$ cat config.mk
export PLATFORM = sky130hd
export DESIGN_NAME = occ_channel
export DESIGN_NICKNAME = d
export VERILOG_FILES = /design/src/verilog/occ_pkg.sv /design/src/verilog/occ_edge.sv /design/src/verilog/occ_irq.sv /design/src/verilog/occ_channel.sv
export VERILOG_INCLUDE_DIRS = /design/src /design/src/verilog
export SDC_FILE = /design/constraint.sdc
export NUM_CORES = 1
export LEC_CHECK = 0
export BUFFER_PORTS_ARGS = -buffer_cell sky130_fd_sc_hd__buf_2
export CAP_MARGIN = 20
export CORE_MARGIN = 2
export CORE_UTILIZATION = 55
export CTS_CLUSTER_SIZE = 10
export DETAILED_ROUTE_END_ITERATION = 7
export PLACE_DENSITY_LB_ADDON = 0.25
export SLEW_MARGIN = 20
export SYNTH_ARGS = -nofsm -noshare
export SYNTH_HDL_FRONTEND = slang
export SYNTH_SLANG_ARGS = --single-unit
$ cat constraint.sdc
create_clock -name core_clk -period 4.8 [get_ports core_clk]
set_clock_uncertainty 0.2 [all_clocks]
set_input_delay 1.2 -clock core_clk [delete_from_list [all_inputs] [get_ports core_clk]]
set_output_delay 1.2 -clock core_clk [all_outputs]
set_load 0.03 [all_outputs]
$ cat src/verilog/occ_params.svh
// Purpose: offsets, field positions, write mask for the compare channel
// Assumes: APB, 32-bit data, one word per register
// Notes: definitions only
`ifndef OCC_PARAMS_SVH
`define OCC_PARAMS_SVH
`define OCC_ADDR_CTRL 12'h000
`define OCC_ADDR_PRI 12'h004
`define OCC_ADDR_SEC 12'h008
`define OCC_ADDR_STAT 12'h00c
`define OCC_ADDR_CLR 12'h010
`define OCC_ADDR_IEN 12'h014
`define OCC_CTRL_WMASK 16'h200f
`define OCC_BIT_IDLE 13
`define OCC_BIT_FLT 4
`define OCC_BIT_TSEL 3
`define OCC_MODE_MSB 2
`define OCC_EV_MATCH 0
`define OCC_EV_PIN 1
`define OCC_EV_FAULT 2
`define OCC_NEV 3
`endif

$ cat src/verilog/occ_pkg.sv
// Purpose: types for the compare channel
// Assumes: nothing
// Notes: mode codes follow the control field
package occ_pkg;
  typedef enum logic [2:0] {
    OCC_OFF = 3'b000,
    OCC_RISE1 = 3'b001,
    OCC_FALL1 = 3'b010,
    OCC_TOGGLE = 3'b011,
    OCC_PULSE1 = 3'b100,
    OCC_PULSEN = 3'b101,
    OCC_PWM = 3'b110,
    OCC_PWMF = 3'b111
  } occ_mode_t;
  typedef struct packed {
    logic idleStop;
    logic timeSel;
    occ_mode_t mode;
  } occ_cfg_t;
  typedef struct packed {
    logic [15:0] timerA;
    logic [15:0] timerB;
    logic periodA;
    logic periodB;
  } occ_tb_t;
endpackage

$ cat src/verilog/occ_edge.sv
// Purpose: one-cycle edge pulses of a level
// Assumes: input synchronous to core_clk
// Notes: reset value is a parameter
`timescale 1ns/10ps
module occ_edge #(
  parameter logic INIT = 1'b0
) (
  // clock and reset
  input wire logic core_clk,
  input wire logic srst,
  // level and edges
  input wire logic level,
  output logic rise,
  output logic fall
);
  logic prev_r;
  always_ff @(posedge core_clk) begin
    if (srst) begin
      prev_r <= INIT;
    end else begin
      prev_r <= level;
    end
  end
  assign rise = level & ~prev_r;
  assign fall = ~level & prev_r;
endmodule

$ cat src/verilog/occ_irq.sv
// Purpose: sticky event status, enable and clear, one level interrupt
// Assumes: set wins over clear
// Notes: generate loop per event bit
`timescale 1ns/10ps
module occ_irq #(
  parameter int N = 3
) (
  // clock and reset
  input wire logic core_clk,
  input wire logic srst,
  // events and software
  input wire logic [N-1:0] evt,
  input wire logic [N-1:0] clrBits,
  input wire logic clrWr,
  input wire logic [N-1:0] enable,
  // results
  output logic [N-1:0] status,
  output logic irq
);
  logic [N-1:0] stat_r;
  genvar g;
  generate
    for (g = 0; g < N; g++) begin : gBit
      always_ff @(posedge core_clk) begin
        if (srst) begin
          stat_r[g] <= 1'b0;
        end else if (evt[g]) begin
          stat_r[g] <= 1'b1;
        end else if (clrWr && clrBits[g]) begin
          stat_r[g] <= 1'b0;
        end
      end
    end
  endgenerate
  always_ff @(posedge core_clk) begin
    if (srst) begin
      irq <= 1'b0;
    end else begin
      irq <= |((stat_r | evt) & enable);
    end
  end
  assign status = stat_r;
endmodule

$ cat src/verilog/occ_channel.sv
// Purpose: one output compare channel with APB registers
// Assumes: timers and period flags come from outside, synchronous to core_clk
// Notes: pin is two signals; the pad resolves the level
// Summary of operation
// - time base select 1 picks second timer, 0 picks first timer
// - compare against one or two compare registers per mode
// - pin changes on timer equal compare, and in PWM also at the period and on fault; match may interrupt
// - mode 000 disables channel, no interrupt, pin left to GPIO
// - mode 001 starts pin low, match drives high, rising edge interrupts
// - mode 010 starts pin high, match drives low, falling edge interrupts
// - mode 011 keeps level, match toggles, both edges interrupt
// - mode 100 starts low, one single pulse, falling edge interrupts
// - mode 101 starts low, continuous pulses, each falling edge interrupts
// - mode 110 PWM without fault, init from primary nonzero, no interrupt
// - mode 111 PWM with fault, same init, fault falling edge interrupts
// - fault input a governs channels 1-4, fault input b 5-8
// - fault flag reads 1 after PWM fault, read-only, hardware cleared
// - idle stop bit set halts channel in CPU idle
`timescale 1ns/10ps
`include "occ_params.svh"
module occ_channel import occ_pkg::*; #(
  parameter int CHANNEL = 1
) (
  // clock and reset
  input wire logic core_clk,
  input wire logic srst,
  // apb slave
  input wire logic psel,
  input wire logic penable,
  input wire logic pwrite,
  input wire logic [11:0] paddr,
  input wire logic [31:0] pwdata,
  output logic [31:0] prdata,
  output logic pready,
  output logic pslverr,
  // time base and system state
  input wire occ_tb_t timeBase,
  input wire logic cpuIdle,
  // fault inputs, active low
  input wire logic faultInputA,
  input wire logic faultInputB,
  // output pin and interrupt
  output logic pinOut,
  output logic pinOe,
  output logic irq
);
  occ_cfg_t cfg_r;
  logic fltFlag_r;
  logic [15:0] priCmp_r;
  logic [15:0] secCmp_r;
  logic pin_r;
  logic oe_r;
  logic done_r;
  logic halted_r;
  logic [`OCC_NEV-1:0] ien_r;
  logic [`OCC_NEV-1:0] stat;
  logic irqRaw;
  logic [15:0] timer;
  logic period;
  logic running;
  logic matchPri;
  logic matchSec;
  logic fault;
  logic pinRise;
  logic pinFall;
  logic fltFall;
  logic modeWr;
  logic acc;
  // decoded strobes
  logic setup;
  logic wrPri;
  logic wrSec;
  logic wrClr;
  logic wrIen;
  occ_mode_t newMode;
  logic [15:0] ctrlWord;
  logic [`OCC_NEV-1:0] evt;
  logic pin_nxt;
  logic isPwm;

  // apb register decode; writes land on the access edge
  assign acc = psel & penable;
  assign setup = psel & ~penable;
  assign modeWr = acc & pwrite & (paddr == `OCC_ADDR_CTRL);
  assign wrPri = acc & pwrite & (paddr == `OCC_ADDR_PRI);
  assign wrSec = acc & pwrite & (paddr == `OCC_ADDR_SEC);
  assign wrClr = acc & pwrite & (paddr == `OCC_ADDR_CLR);
  assign wrIen = acc & pwrite & (paddr == `OCC_ADDR_IEN);
  assign newMode = occ_mode_t'(pwdata[`OCC_MODE_MSB:0]);
  assign isPwm = cfg_r.mode[`OCC_MODE_MSB] & cfg_r.mode[1];
  // control word as software reads it; unimplemented bits read zero
  assign ctrlWord = {2'h0, cfg_r.idleStop, 8'h00, fltFlag_r, cfg_r.timeSel, cfg_r.mode};

  // selected time base and compare matches
  assign timer = cfg_r.timeSel ? timeBase.timerB : timeBase.timerA;
  assign period = cfg_r.timeSel ? timeBase.periodB : timeBase.periodA;
  assign running = (cfg_r.mode != OCC_OFF) && !halted_r;
  assign matchPri = running && (timer == priCmp_r);
  assign matchSec = running && (timer == secCmp_r);
  assign fault = (CHANNEL <= 4) ? faultInputA : faultInputB;

  // idle halt, registered
  always_ff @(posedge core_clk) begin
    if (srst) begin
      halted_r <= 1'b0;
    end else begin
      halted_r <= cpuIdle & cfg_r.idleStop;
    end
  end

  // control register, software side
  always_ff @(posedge core_clk) begin
    if (srst) begin
      cfg_r <= '{1'b0, 1'b0, OCC_OFF};
    end else if (modeWr) begin
      cfg_r.idleStop <= pwdata[`OCC_BIT_IDLE];
      cfg_r.timeSel <= pwdata[`OCC_BIT_TSEL];
      cfg_r.mode <= newMode;
    end
  end

  // secondary compare register, software side
  always_ff @(posedge core_clk) begin
    if (srst) begin
      secCmp_r <= 16'h0000;
    end else if (wrSec) begin
      secCmp_r <= pwdata[15:0];
    end
  end

  // primary compare; PWM reloads it from secondary at the period
  always_ff @(posedge core_clk) begin
    if (srst) begin
      priCmp_r <= 16'h0000;
    end else if (wrPri) begin
      priCmp_r <= pwdata[15:0];
    end else if (running && isPwm && period) begin
      priCmp_r <= secCmp_r;
    end
  end

  // fault flag, cleared only by hardware on a mode rewrite
  always_ff @(posedge core_clk) begin
    if (srst) begin
      fltFlag_r <= 1'b0;
    end else if (running && cfg_r.mode == OCC_PWMF && !fault) begin
      fltFlag_r <= 1'b1;
    end else if (modeWr) begin
      fltFlag_r <= 1'b0;
    end
  end

  // pin next value
  always_comb begin
    pin_nxt = pin_r;
    case (cfg_r.mode)
      OCC_OFF: pin_nxt = pin_r;
      OCC_RISE1: if (matchPri) pin_nxt = 1'b1;
      OCC_FALL1: if (matchPri) pin_nxt = 1'b0;
      OCC_TOGGLE: if (matchPri) pin_nxt = ~pin_r;
      OCC_PULSE1, OCC_PULSEN: begin
        if (matchSec && pin_r) begin
          pin_nxt = 1'b0;
        end else if (matchPri && !done_r) begin
          pin_nxt = 1'b1;
        end
      end
      OCC_PWM, OCC_PWMF: begin
        if (running && period) begin
          pin_nxt = (secCmp_r != 16'h0000);
        end else if (matchPri) begin
          pin_nxt = 1'b0;
        end
        if (cfg_r.mode == OCC_PWMF && (fltFlag_r || (running && !fault))) begin
          pin_nxt = 1'b0;
        end
      end
      default: pin_nxt = pin_r;
    endcase
  end

  // pin drive; mode write sets the initial level
  always_ff @(posedge core_clk) begin
    if (srst) begin
      pin_r <= 1'b0;
      oe_r <= 1'b0;
      done_r <= 1'b0;
    end else if (modeWr) begin
      done_r <= 1'b0;
      oe_r <= (newMode != OCC_OFF);
      case (newMode)
        OCC_FALL1: pin_r <= 1'b1;
        OCC_TOGGLE: pin_r <= pin_r;
        OCC_PWM, OCC_PWMF: pin_r <= (priCmp_r != 16'h0000);
        default: pin_r <= 1'b0;
      endcase
    end else if (running) begin
      pin_r <= pin_nxt;
      if (cfg_r.mode == OCC_PULSE1 && pinFall) begin
        done_r <= 1'b1;
      end
      if (cfg_r.mode == OCC_PWMF && !fault) begin
        oe_r <= 1'b0;
      end
    end
  end

  occ_edge #(.INIT(1'b0)) uPinEdge (
    .core_clk(core_clk),
    .srst(srst),
    .level(pin_r),
    .rise(pinRise),
    .fall(pinFall)
  );

  occ_edge #(.INIT(1'b1)) uFltEdge (
    .core_clk(core_clk),
    .srst(srst),
    .level(fault),
    .rise(),
    .fall(fltFall)
  );

  // interrupt events per mode
  always_comb begin
    evt = '0;
    evt[`OCC_EV_MATCH] = matchPri & ~isPwm;
    case (cfg_r.mode)
      OCC_RISE1: evt[`OCC_EV_PIN] = pinRise;
      OCC_FALL1, OCC_PULSE1, OCC_PULSEN: evt[`OCC_EV_PIN] = pinFall;
      OCC_TOGGLE: evt[`OCC_EV_PIN] = pinRise | pinFall;
      OCC_PWMF: evt[`OCC_EV_FAULT] = fltFall & running;
      default: evt = '0;
    endcase
  end

  occ_irq #(.N(`OCC_NEV)) uIrq (
    .core_clk(core_clk),
    .srst(srst),
    .evt(evt),
    .clrBits(pwdata[`OCC_NEV-1:0]),
    .clrWr(wrClr),
    .enable(ien_r),
    .status(stat),
    .irq(irqRaw)
  );

  // interrupt enable register
  always_ff @(posedge core_clk) begin
    if (srst) begin
      ien_r <= '0;
    end else if (wrIen) begin
      ien_r <= pwdata[`OCC_NEV-1:0];
    end
  end

  // apb answer, zero wait, unmapped gives slverr
  always_ff @(posedge core_clk) begin
    if (srst) begin
      prdata <= 32'h00000000;
      pslverr <= 1'b0;
      pready <= 1'b0;
    end else begin
      pready <= setup;
      pslverr <= 1'b0;
      prdata <= 32'h00000000;
      if (setup) begin
        case (paddr)
          `OCC_ADDR_CTRL: prdata <= {16'h0000, ctrlWord};
          `OCC_ADDR_PRI: prdata <= {16'h0000, priCmp_r};
          `OCC_ADDR_SEC: prdata <= {16'h0000, secCmp_r};
          `OCC_ADDR_STAT: prdata <= {29'h0, stat};
          `OCC_ADDR_CLR: prdata <= 32'h00000000;
          `OCC_ADDR_IEN: prdata <= {29'h0, ien_r};
          default: pslverr <= 1'b1;
        endcase
      end
    end
  end

  // registered pin outputs
  always_ff @(posedge core_clk) begin
    if (srst) begin
      pinOut <= 1'b0;
      pinOe <= 1'b0;
    end else begin
      pinOut <= pin_r;
      pinOe <= oe_r;
    end
  end

  // registered interrupt output
  always_ff @(posedge core_clk) begin
    if (srst) begin
      irq <= 1'b0;
    end else begin
      irq <= irqRaw;
    end
  end
endmodule

==> impl_summary.log, run 1 <==
INFO  metric clock_tree.root_cell = clkbuf_8
INFO  metric status = complete, no violations
INFO  metric avgViaCountPerCell = around 5.7
INFO  metric post_cts_hold_buffer_count = 0
INFO  metric final_antenna_net_count = 0
INFO  metric post_cts_resize_count = 0
INFO  metric initialDrtViolationCount = 295
INFO  metric die_width = 87.30 µm
INFO  metric core_area = between 6000 and 7000 µm²
INFO  metric hold_violations = 0
INFO  metric chipHeight = 87.30 µm
INFO  metric power.share.sequential = a little under half
INFO  metric synth.ff_latch_count = 71
INFO  metric clock_power_share = 44.3%
INFO  metric async_reset_ff_share = 0%
INFO  metric hpwlAfterDp = 7.247 mm
INFO  metric r2r_start = cfg_r[3]$_SDFFE_PP0P_
INFO  metric cts.reportedPaths.clkPinSlew = about 0.080 ns
INFO  metric route.final.wire_length = 10.17 mm
INFO  metric detailedPlace.worstSlack = around 1.3 ns
INFO  metric fin_crit_sh = 68.58%
INFO  metric synth_fa_ha_area_share = less than 1%
INFO  metric layout-drive-gt1-share = 22.69%
INFO  metric cellLeakagePower = 1.814 nW
INFO  metric place.port_buffers = ~90
INFO  metric die_area = 7620 µm²
INFO  metric total_internal_power = 932.8 µW
INFO  metric share_of_the_synthesized_area_in_compound_gates_ao_oa_aoi_oai = 13.90%
INFO  metric fmax = around 300 MHz
INFO  metric min-delay-path-class = reg2reg
INFO  metric via_count_of_the_first_global_routing_pass = 3210
INFO  metric critical_path.startpoint_type = register
INFO  metric flow.area_growth_from_synthesis = 15.97%
INFO  metric yosys_warnings = 0
INFO  metric dominantRegCellSynth = dfxtp_1
INFO  metric parity_gate_share_of_the_synthesized_area_counting_xor_and_xnor_cells = 7.344%
INFO  metric synth.avg_cell_area = 8.242 µm²
INFO  metric main_combinational_cell_family_by_area_after_synthesis = simple AND/OR/NAND/NOR gates
INFO  metric remaining_drc_errors = 0
INFO  metric ys_types = 47
INFO  metric grtUsageTotal = 27.52%
INFO  metric cts.path.max_buffers = 2
INFO  metric layout.nets = 625
INFO  metric net-switching-power = 300.2 µW
INFO  metric yosys-top-cells-area = dfxtp_1 (37%), mux2i_1 (8.9%), nand2_1 (6.0%)
INFO  metric max_slew.worst_pin.slew = 1.130 ns
INFO  metric power_switching_share = roughly 24%
INFO  metric io-pin-count = between 100 and 150
INFO  metric synth_enable_flop_cells = 0
INFO  metric critical_path.startpoint = cfg_r[3]$_SDFFE_PP0P_
INFO  metric vias = 3576
INFO  metric cts_htree_levels = 3
INFO  metric peak_vdd_ir = around 0.17 mV
INFO  metric required = 4.88 ns
INFO  metric globalRoute.totalOverflow = 0
INFO  metric synth_seq_area_share = 37.25%
INFO  metric worst_setup_path_end_kind = register
INFO  metric cells_after_synthesis = 463
INFO  metric power_density = 278.6 nW/µm²
INFO  metric cts_post_setup_buffers_inserted = 0
INFO  metric power.share.combinational = 7.9%
INFO  metric rsz_0062_raised_after_global_routing = no
INFO  metric max-cap-violations = 0
INFO  metric cts_tree = done
INFO  metric synth.largest_area_cell = dfxtp_1
INFO  metric netlist.area_leader.share = between 30 and 40%
INFO  metric setup_viol = 0
INFO  metric gp_congestion = 0.9305
INFO  metric final_period_minus_worst_setup_slack = 3.292 ns
INFO  metric muxShareOfSynthArea = 10.95%
INFO  metric post-layout-total-power = 1.233 mW
INFO  metric drt-pass1-iter-count = 4
INFO  metric slew-limit-headroom = 24.13%
INFO  metric worst_slack = 1.508 ns
INFO  metric path_class = reg2reg
INFO  metric arrival = ~3.4 ns
INFO  metric timing_max_transition_violations_final = 0
INFO  metric worstSkewPairLatency = ~0.35 ns
INFO  metric number_of_antenna_violations_at_the_first_check_in_global_routing = 0
INFO  metric global_route_wire_length_before_repair = 16.12 mm
INFO  metric clk_sink_count = 71
INFO  metric crit_fanout = 12
INFO  metric grt_max_degree = 54
INFO  metric cts_made_buffers = 9
INFO  metric starting_density_of_the_core = about 56%
INFO  metric drt-wirelength-per-cell = 16.36 µm
INFO  metric synthesis.area = 3816 µm²
INFO  metric n_antenna_cell = 0
INFO  metric synth_simple_gate_area_share = 22.30%
INFO  metric hold_path.startpoint = uIrq.irq$_SDFF_PP0_
INFO  metric final.setup.tns = 0 ns
INFO  metric core.rowCount = 30
[cells by family after synthesis]
| logic type | Yosys count |
|---|---|
| flip-flops | 71 |
| other | 1 |
| buffers and inverters | 54 |
| AND/OR/NAND/NOR | 178 |
| adder cells (fa/ha/maj) | 2 |
| multiplexers | 40 |
| AO/OA/AOI/OAI | 85 |
| XOR/XNOR | 32 |
[path summary, 6_finish.rpt]
path              depth (start not counted)  slack [ns]                  to
setup / recovery                          9        1.51  pin_r$_SDFFE_PP0P_
hold / removal                            1        0.25      irq$_SDFF_PP0_
setup reg to reg                          9        1.51  pin_r$_SDFFE_PP0P_
hold reg to reg                           1        0.25      irq$_SDFF_PP0_
[worst max-delay path, cell delays in order, from the launching register on]
cell     delay, ns
dfxtp_1       0.86
buf_4         0.32
mux2i_1       0.36
xor2_1        0.18
nand4_1       0.13
or4_4         0.58
o21ai_2       0.14
o21ai_1       0.08
a21oi_2       0.16
mux2i_1       0.19
[power groups by stage]
stage	clock network (mW)	registers (mW)	logic, mW
after floorplan	0	0.605	0.0654
after global placement	0	0.604	0.0952
after detailed placement	0	0.604	0.0963
after CTS	0.544	0.590	0.0968
after global routing	0.572	0.590	0.106
final	0.546	0.590	0.0975
[flip-flops by register name, indices dropped and copies added (netlist names)]
register,cells
secCmp_r,16
uIrq.irq,1
uIrq.status,3
done_r,1
priCmp_r,16
irq,1
pin_r,1
pinOe,1
cfg_r,5
fltFlag_r,1
ien_r,3
pready,1
uFltEdge.prev_r,1
oe_r,1
pinOut,1
pslverr,1
halted_r,1
prdata,16
[cells in the final DEF, fill, tap and decap left out, types with 11 or more instances in the layout]
cell       n
nor3_1    11
nand3_1   11
nor2_1    49
dfxtp_1   71
xor2_1    17
a21oi_1   37
mux2i_1   34
nand2_1   61
conb_1    16
a211oi_1  16
xnor2_1   15
buf_2     89
[through the flow]
stage          utilization (%)  instances  cell area, µm²  hold slack [ns]
5_1_grt                  65.50        622            4425           0.2634
4_1_cts                  65.50        622            4425           0.2589
2_1_floorplan                -        478            3872           0.2138
3_3_place_gp             62.20        606            4203           0.2203
6_report                 65.50        622            4425           0.2535
3_5_place_dp             62.20        606            4203           0.2412
[routing by layer]
metal	global-route usage, %	up-vias	part of all wire, %
met5	0	-	0
met4	6.573	0	0.85
met3	6.066	8	7.7
met2	42.63	171	45
met1	39.06	1667	46
li1	-	1730	-
[cell type report]
type,instances,area [µm²]
timing repair buffer,95,490.5
clock buffer,11,141.4
sequential,71,1421
tap,80,100.1
clock inverter,5,81.33
fill,598,2331
multi-input combinational,353,2165
inverter,7,26.28
[cells in the mapped netlist, drive strengths merged (2+ instances only)]
cell	n
nor3b	4
a222oi	3
mux2i	38
xor2	17
mux2	2
xnor2	15
a22oi	10
buf	22
nand2	61
nand3b	2
ha	2
nand4b	3
nor4b	2
inv	7
nor2b	3
a21oi	38
a211oi	16
nor3	12
dfxtp	71
o22ai	2
nand2b	2
or4	2
a31oi	2
and3	3
nand4	8
o21ai	12
nor4	10
nand3	11
and2	3
clkbuf	25
nor2	49
Note: power is estimated with default switching activity, not from simulation.
==> inputs of run 2 (changes only) <==
- ABC_AREA: not set -> 1
- CORE_UTILIZATION: 55 -> 47
- clock period: 4.8 -> 2.74 ns (I/O delays scaled with it)
==> run 2 against run 1 <==
Global-route usage shrank 1.7 points. Clock power grew 44%. Synthesized cell count grew 36%. Cell count grew 33%. Critical path type unchanged. Clock-buffer cell count grew 4. Via count grew 26%. Die area grew 26%. Critical endpoint is now uIrq.irq$_SDFF_PP0_. Setup slack lost 1.1 ns. Critical path depth grew 3.
==> impl_summary.log, run 2 <==
INFO  metric status = complete, no violations
INFO  metric hold_violations = 0
INFO  metric max-cap-violations = 0
INFO  metric layout_commonest_cell = nand2_1
INFO  metric cts_tree = done
INFO  metric netlist.area_leader.share = 34.34%
INFO  metric worstSkewPairLatency = 0.36 ns
INFO  metric synth.ff_latch_count = just over 70
INFO  metric main_combinational_cell_family_by_area_after_synthesis = simple AND/OR/NAND/NOR gates
INFO  metric chipHeight = 97.84 µm
INFO  metric dpl_cell_area = 4622 µm²
INFO  metric flow.area_growth_from_synthesis = 15.93%
INFO  metric gp_congestion = approximately 0.9
INFO  metric io-pin-count = 123
INFO  metric path_class = reg2reg
INFO  metric number_of_antenna_violations_at_the_first_check_in_global_routing = 0
INFO  metric rsz_0062_raised_after_global_routing = no
INFO  metric max_stage_delay = 0.34 ns
INFO  metric cellLeakagePower = 2.167 nW
INFO  metric globalRoute.totalOverflow = 0
INFO  metric drt-pass1-iter-count = 5
INFO  metric via_count_of_the_first_global_routing_pass = 4200
INFO  metric core.rowCount = 34
INFO  metric synth_fa_ha_area_share = less than 1%
INFO  metric share_of_the_synthesized_area_in_compound_gates_ao_oa_aoi_oai = 18.17%
INFO  metric arrival = around 2.5 ns
INFO  metric crit_path_cell_chain = inv_2, nand2_1, nand3_1, nand2_1, nor2_1, nand2_1, nor2_1, nand3_1, nand3b_1, nand2_1, nand2_1, a31oi_1
INFO  metric muxShareOfSynthArea = 0.2418%
INFO  metric remaining_drc_errors = 0
INFO  metric final-instance-count-excl-fill = about 830
INFO  metric layout-drive-gt1-share = about a fifth
INFO  metric die_width = 97.84 µm
INFO  metric worst_setup_path_end_kind = register
INFO  metric cp_slowest_cell = inv_2
INFO  metric core_area = 8636 µm²
INFO  metric critical_path.startpoint_type = register
INFO  metric ys_types = 41
INFO  metric timing_max_transition_violations_final = 0
INFO  metric synth.avg_cell_area = approximately 6.6 µm²
INFO  metric async_reset_ff_share = 0%
INFO  metric starting_density_of_the_core = 47.93%
INFO  metric dominantRegCellSynth = dfxtp_1
INFO  metric cts_htree_levels = 3
INFO  metric cts_made_buffers = 9
INFO  metric initialDrtViolationCount = 355
INFO  metric peak_vdd_ir = approximately 0.20 mV
INFO  metric clk_sink_count = between 70 and 80
INFO  metric drt-wirelength-per-cell = 15.07 µm
INFO  metric path_delay_family = simple AND/OR/NAND/NOR gates
INFO  metric synth_enable_flop_cells = 0
INFO  metric global_route_wire_length_before_repair = ~20 mm
INFO  metric power_density = 418.6 nW/µm²
INFO  metric route.final.wire_length = 12.50 mm
INFO  metric clock_tree.root_cell = clkbuf_8
INFO  metric parity_gate_share_of_the_synthesized_area_counting_xor_and_xnor_cells = 0.4232%
INFO  metric layout.nets = 805
INFO  metric cts_post_setup_buffers_inserted = 0
INFO  metric post_cts_resize_count = 0
INFO  metric crit_path_frequent_cell = nand2_1
INFO  metric biggestRegsByFlops = prdata (16), priCmp_r (16), secCmp_r (16)
INFO  metric yosysMostFrequentCell = nand2_1
INFO  metric worstHoldPathCells = 2
INFO  metric avgViaCountPerCell = ~5.4
INFO  metric synthesis.area = between 4000 and 5000 µm²
INFO  metric post_cts_hold_buffer_count = 0
INFO  metric min-delay-path-class = reg2reg
INFO  metric setup_viol = 0
INFO  metric critical_path_cell_count = 12
INFO  metric grt_max_degree = 37
INFO  metric placed_cells_incl_taps = 814
INFO  metric required = between 2 and 3 ns
INFO  metric place.port_buffers = 89
INFO  metric synth_seq_area_share = between 30% and 40%
INFO  metric cts.path.max_buffers = 2
INFO  metric timing.reg2reg.worst_path_depth = 12
INFO  metric mostFrequentLayoutCells = nand2_1 (164), buf_2 (89), inv_1 (79)
INFO  metric final_antenna_net_count = 0
INFO  metric cp_num_buf_inv = 1
INFO  metric yosys_warnings = 0
INFO  metric max_slew.worst_pin.slew = between 0.6 and 0.7 ns
INFO  metric vias = approximately 4500
INFO  metric slew-limit-headroom = 54.71%
INFO  metric fin_crit_sh = 86.80%
INFO  metric hpwlAfterDp = approximately 9.2 mm
INFO  metric cts.reportedPaths.clkPinSlew = 0.07 ns
INFO  metric final.setup.tns = 0 ns
INFO  metric synth.largest_area_cell = dfxtp_1
INFO  metric synth_simple_gate_area_share = 32.89%
INFO  metric final_period_minus_worst_setup_slack = approximately 2.4 ns
INFO  metric crit_fanout = 24
INFO  metric grtUsageTotal = 25.79%
INFO  metric cells_after_synthesis = 628
INFO  metric layout.cell_area.non_filler = 4798 µm²
INFO  metric yosys-top-cells-area = dfxtp_1 (34%), nand2_1 (15%), inv_1 (7.2%)
INFO  metric netlist_top_cells_count = nand2_1 (164), inv_1 (79), dfxtp_1 (71), nor2_1 (71), nand3_1 (53)
INFO  metric die_area = 9573 µm²
INFO  metric fmax = 420.5 MHz
INFO  metric n_antenna_cell = 0
-- run 2: cell types whose count changed after synthesis, moves of 9 or more --
| cell | delta |
|---|---|
| clkbuf_1 | -16 |
| a211oi_2 | +16 |
| nand2_1 | +103 |
| a211oi_1 | -15 |
| mux2i_1 | -33 |
| o21ai_0 | +22 |
| nand3_1 | +42 |
| xor2_1 | -15 |
| nor2_1 | +22 |
| a21oi_1 | -9 |
| inv_1 | +72 |
| xnor2_1 | -15 |
-- run 2: layout make-up --
type	count	area [µm²]
multi-input cells	451	2226
flip-flops and latches	71	1421
fillers	864	3837
repair buffers	99	520.5
inverters	85	319.1
well taps	108	135.1
clock buffers	15	176.4
-- run 2: final timing paths --
kind	from	slack, ns	to
worst max-delay path	cfg_r[3]$_SDFFE_PP0P_	0.36	uIrq.irq$_SDFF_PP0_
worst min-delay path	uIrq.irq$_SDFF_PP0_	0.22	irq$_SDFF_PP0_
worst max register to register	cfg_r[3]$_SDFFE_PP0P_	0.36	uIrq.irq$_SDFF_PP0_
worst min register to register	uIrq.irq$_SDFF_PP0_	0.22	irq$_SDFF_PP0_
-- run 2: worst reg2reg max path, cell delays in order (launching register included) --
cell and delay (ns):
dfxtp_1 0.32, inv_2 0.34, nand2_1 0.18, nand3_1 0.12, nand2_1 0.06, nor2_1 0.10
nand2_1 0.06, nor2_1 0.21, nand3_1 0.18, nand3b_1 0.25, nand2_1 0.08, nand2_1 0.05
a31oi_1 0.14
-- run 2: report_power, final --
group	total (mW)	internal [mW]	switching, mW
logic	0.188	0.0628	0.125
clock network	0.786	0.400	0.386
registers	1.03	1.03	0.000505
-- run 2: kinds of logic (layout without fill, tap and decap cells) --
kind of cell             after synthesis  after routing
adder cells (fa/ha/maj)                2              2
XOR/XNOR                               2              2
flip-flops                            71             71
multiplexers                           1              1
buffers and inverters                121            199
AND/OR/NAND/NOR                      321            321
other                                  1             16
AO/OA/AOI/OAI                        109            109
-- run 2: per-stage QoR --
stage	worst slack [ns]	util, %	power, mW	hold WS [ns]
3_3_place_gp	0.1569	53.52	1.238	0.1967
5_1_grt	0.09495	55.56	2.067	0.2671
4_1_cts	0.3470	55.56	2.007	0.2308
3_5_place_dp	0.1998	53.52	1.242	0.2220
2_1_floorplan	0.4215	-	1.177	0.1883
6_report	0.3617	55.56	2.008	0.2196
-- run 2: per-layer routing --
metal | global-route usage, % | up-vias | part of all wire [%]
li1 | - | 2210 | -
met1 | 31.31 | 2064 | 42
met2 | 43.26 | 185 | 47
met3 | 5.798 | 32 | 8.2
met4 | 12.29 | 0 | 2.8
met5 | 0 | - | 0
==> inputs of run 3 (changes only) <==
- PLACE_DENSITY: not set -> 0.77
- PLACE_DENSITY_LB_ADDON: 0.25 -> not set
==> run 3 against run 2 <==
Critical path depth unchanged. Die area stayed put. Via count is 2.8% higher. Total power grew 14%. Clock-buffer cell count fell by 4. Worst hold slack got worse by 0.014 ns. Cell count increased by 0.72%. Sequential cell count is the same.
==> impl_summary.log, run 3 (synthesis results as in run 2) <==
INFO  metric power_density = 466.1 nW/µm²
INFO  metric power.share.sequential = 45.1%
INFO  metric drt-pass1-iter-count = 5
INFO  metric final-instance-count-excl-fill = ~840
INFO  metric post_cts_resize_count = 0
INFO  metric rsz_0062_raised_after_global_routing = no
INFO  metric slew-limit-headroom = 64.18%
INFO  metric chipHeight = 97.84 µm
INFO  metric cts_tree = done
INFO  metric worst_slack = about 0.26 ns
INFO  metric min-delay-path-class = reg2reg
INFO  metric crit_fanout = 16
INFO  metric dpl_cell_area = 4659 µm²
INFO  metric fillers = 785
INFO  metric multiInputGateArea = 2226 µm²
INFO  metric global_route_wire_length_before_repair = 20.63 mm
INFO  metric worst_setup_path_end_kind = register
INFO  metric hpwlAfterDp = 9.352 mm
INFO  metric post-layout-total-power = 2.291 mW
INFO  metric clock_power_share = between 40% and 50%
INFO  metric post_cts_hold_buffer_count = 0
INFO  metric place.port_buffers = 89
INFO  metric max-cap-violations = 0
INFO  metric final_period_minus_worst_setup_slack = 2.477 ns
INFO  metric total_internal_power = about 1.8 mW
INFO  metric flow.area_growth_from_synthesis = 18.74%
INFO  metric path_class = reg2reg
INFO  metric net-switching-power = 540.1 µW
INFO  metric worstSkewPairLatency = 0.35 ns
INFO  metric route.final.wire_length = 12.56 mm
INFO  metric grtUsageTotal = 26.41%
INFO  metric clock_tree.root_cell = clkbuf_8
INFO  metric placed_cells_incl_taps = between 800 and 900
INFO  metric initialDrtViolationCount = between 300 and 400
INFO  metric core.rowCount = 34
INFO  metric arrival = 2.55 ns
INFO  metric via_count_of_the_first_global_routing_pass = 4494
INFO  metric grt_max_degree = 37
INFO  metric fin_crit_sh = 90.39%
INFO  metric starting_density_of_the_core = between 40% and 50%
INFO  metric drt-wirelength-per-cell = around 15 µm
INFO  metric number_of_antenna_violations_at_the_first_check_in_global_routing = 0
INFO  metric power_switching_share = a little under a quarter
INFO  metric die_width = 97.84 µm
INFO  metric ff_latch_area = around 1400 µm²
INFO  metric layout.cell_area.non_filler = 4915 µm²
INFO  metric final.setup.tns = 0 ns
INFO  metric remaining_drc_errors = 0
INFO  metric cts_post_setup_buffers_inserted = 0
INFO  metric final_antenna_net_count = 0
INFO  metric layout_commonest_cell = nand2_1
INFO  metric vias = 4616
INFO  metric cts.path.max_buffers = 2
INFO  metric required = 2.82 ns
INFO  metric gp_congestion = 0.9311
INFO  metric cts_made_buffers = 9
INFO  metric status = complete, no violations
INFO  metric globalRoute.totalOverflow = 0
INFO  metric utilization = 56.91%
INFO  metric cellLeakagePower = 2.230 nW
INFO  metric core_area = 8636 µm²
INFO  metric critical_path.startpoint_type = register
INFO  metric mostFrequentLayoutCells = nand2_1 (164), buf_2 (89), inv_1 (79)
INFO  metric fin_hold_ws = 0.2053 ns
INFO  metric cts.reportedPaths.clkPinSlew = 0.08 ns
INFO  metric clk_sink_count = 71
INFO  metric power.share.combinational = 8.2%
INFO  metric biggestRegsByFlops = prdata (16), priCmp_r (16), secCmp_r (16)
INFO  metric peak_vdd_ir = 0.2348 mV
INFO  metric layout.nets = 810
INFO  metric io-pin-count = 123
INFO  metric die_area = 9573 µm²
INFO  metric max_slew.worst_pin.slew = between 0.5 and 0.6 ns
INFO  metric layout-drive-gt1-share = 20.36%
INFO  metric cts_htree_levels = 3
INFO  metric hold_violations = 0
INFO  metric detailedPlace.worstSlack = ~0.09 ns
INFO  metric fmax = 403.8 MHz
INFO  metric n_antenna_cell = 0
INFO  metric setup_viol = 0
INFO  metric timing_max_transition_violations_final = 0
INFO  metric avgViaCountPerCell = 5.528
==> run 3: path summary, 6_finish.rpt <==
kind | from | end | slack, ns | cells after the start
min reg2reg | uIrq.irq$_SDFF_PP0_ | irq$_SDFF_PP0_ | 0.21 | 2
min | uIrq.irq$_SDFF_PP0_ | irq$_SDFF_PP0_ | 0.21 | 2
max reg2reg | cfg_r[3]$_SDFFE_PP0P_ | uIrq.irq$_SDFF_PP0_ | 0.26 | 12
max | cfg_r[3]$_SDFFE_PP0P_ | uIrq.irq$_SDFF_PP0_ | 0.26 | 12
==> run 3: critical path: stages (launching register included) <==
cell and delay (ns):
dfxtp_1 0.54, buf_4 0.32, nand2_1 0.14, nand3_1 0.11
nand2_1 0.05, nor2_1 0.08, nand2_1 0.06, nor2_1 0.22
nand3_1 0.18, nand3b_1 0.25, nand2_1 0.09, nand2_1 0.05
a31oi_1 0.11
==> run 3: area by class of cell <==
class / instances / area share, %
timing repair buffer: 104 / 11.35
clock buffer: 11 / 3.080
inverter: 85 / 6.492
clock inverter: 5 / 2.113
sequential: 71 / 28.92
tap: 108 / 2.750
multi-input combinational: 451 / 45.29
==> run 3: layer usage <==
metal  vias to the layer above  track usage (%)  part of all wire [%]
met5                         -                0                     0
met4                         0            13.35                   3.4
met3                        41            4.366                   7.9
met2                       231            44.94                    48
met1                      2122            32.17                    41
li1                       2222                -                     -
==> run 3: power by group through the flow <==
stage | Combinational (mW) | Sequential (mW) | Clock, mW
floorplan | 0.117 | 1.06 | 0
global placement | 0.181 | 1.06 | 0
detailed placement | 0.184 | 1.06 | 0
CTS | 0.185 | 1.03 | 1.07
global route | 0.206 | 1.03 | 1.11
finish | 0.188 | 1.03 | 1.07
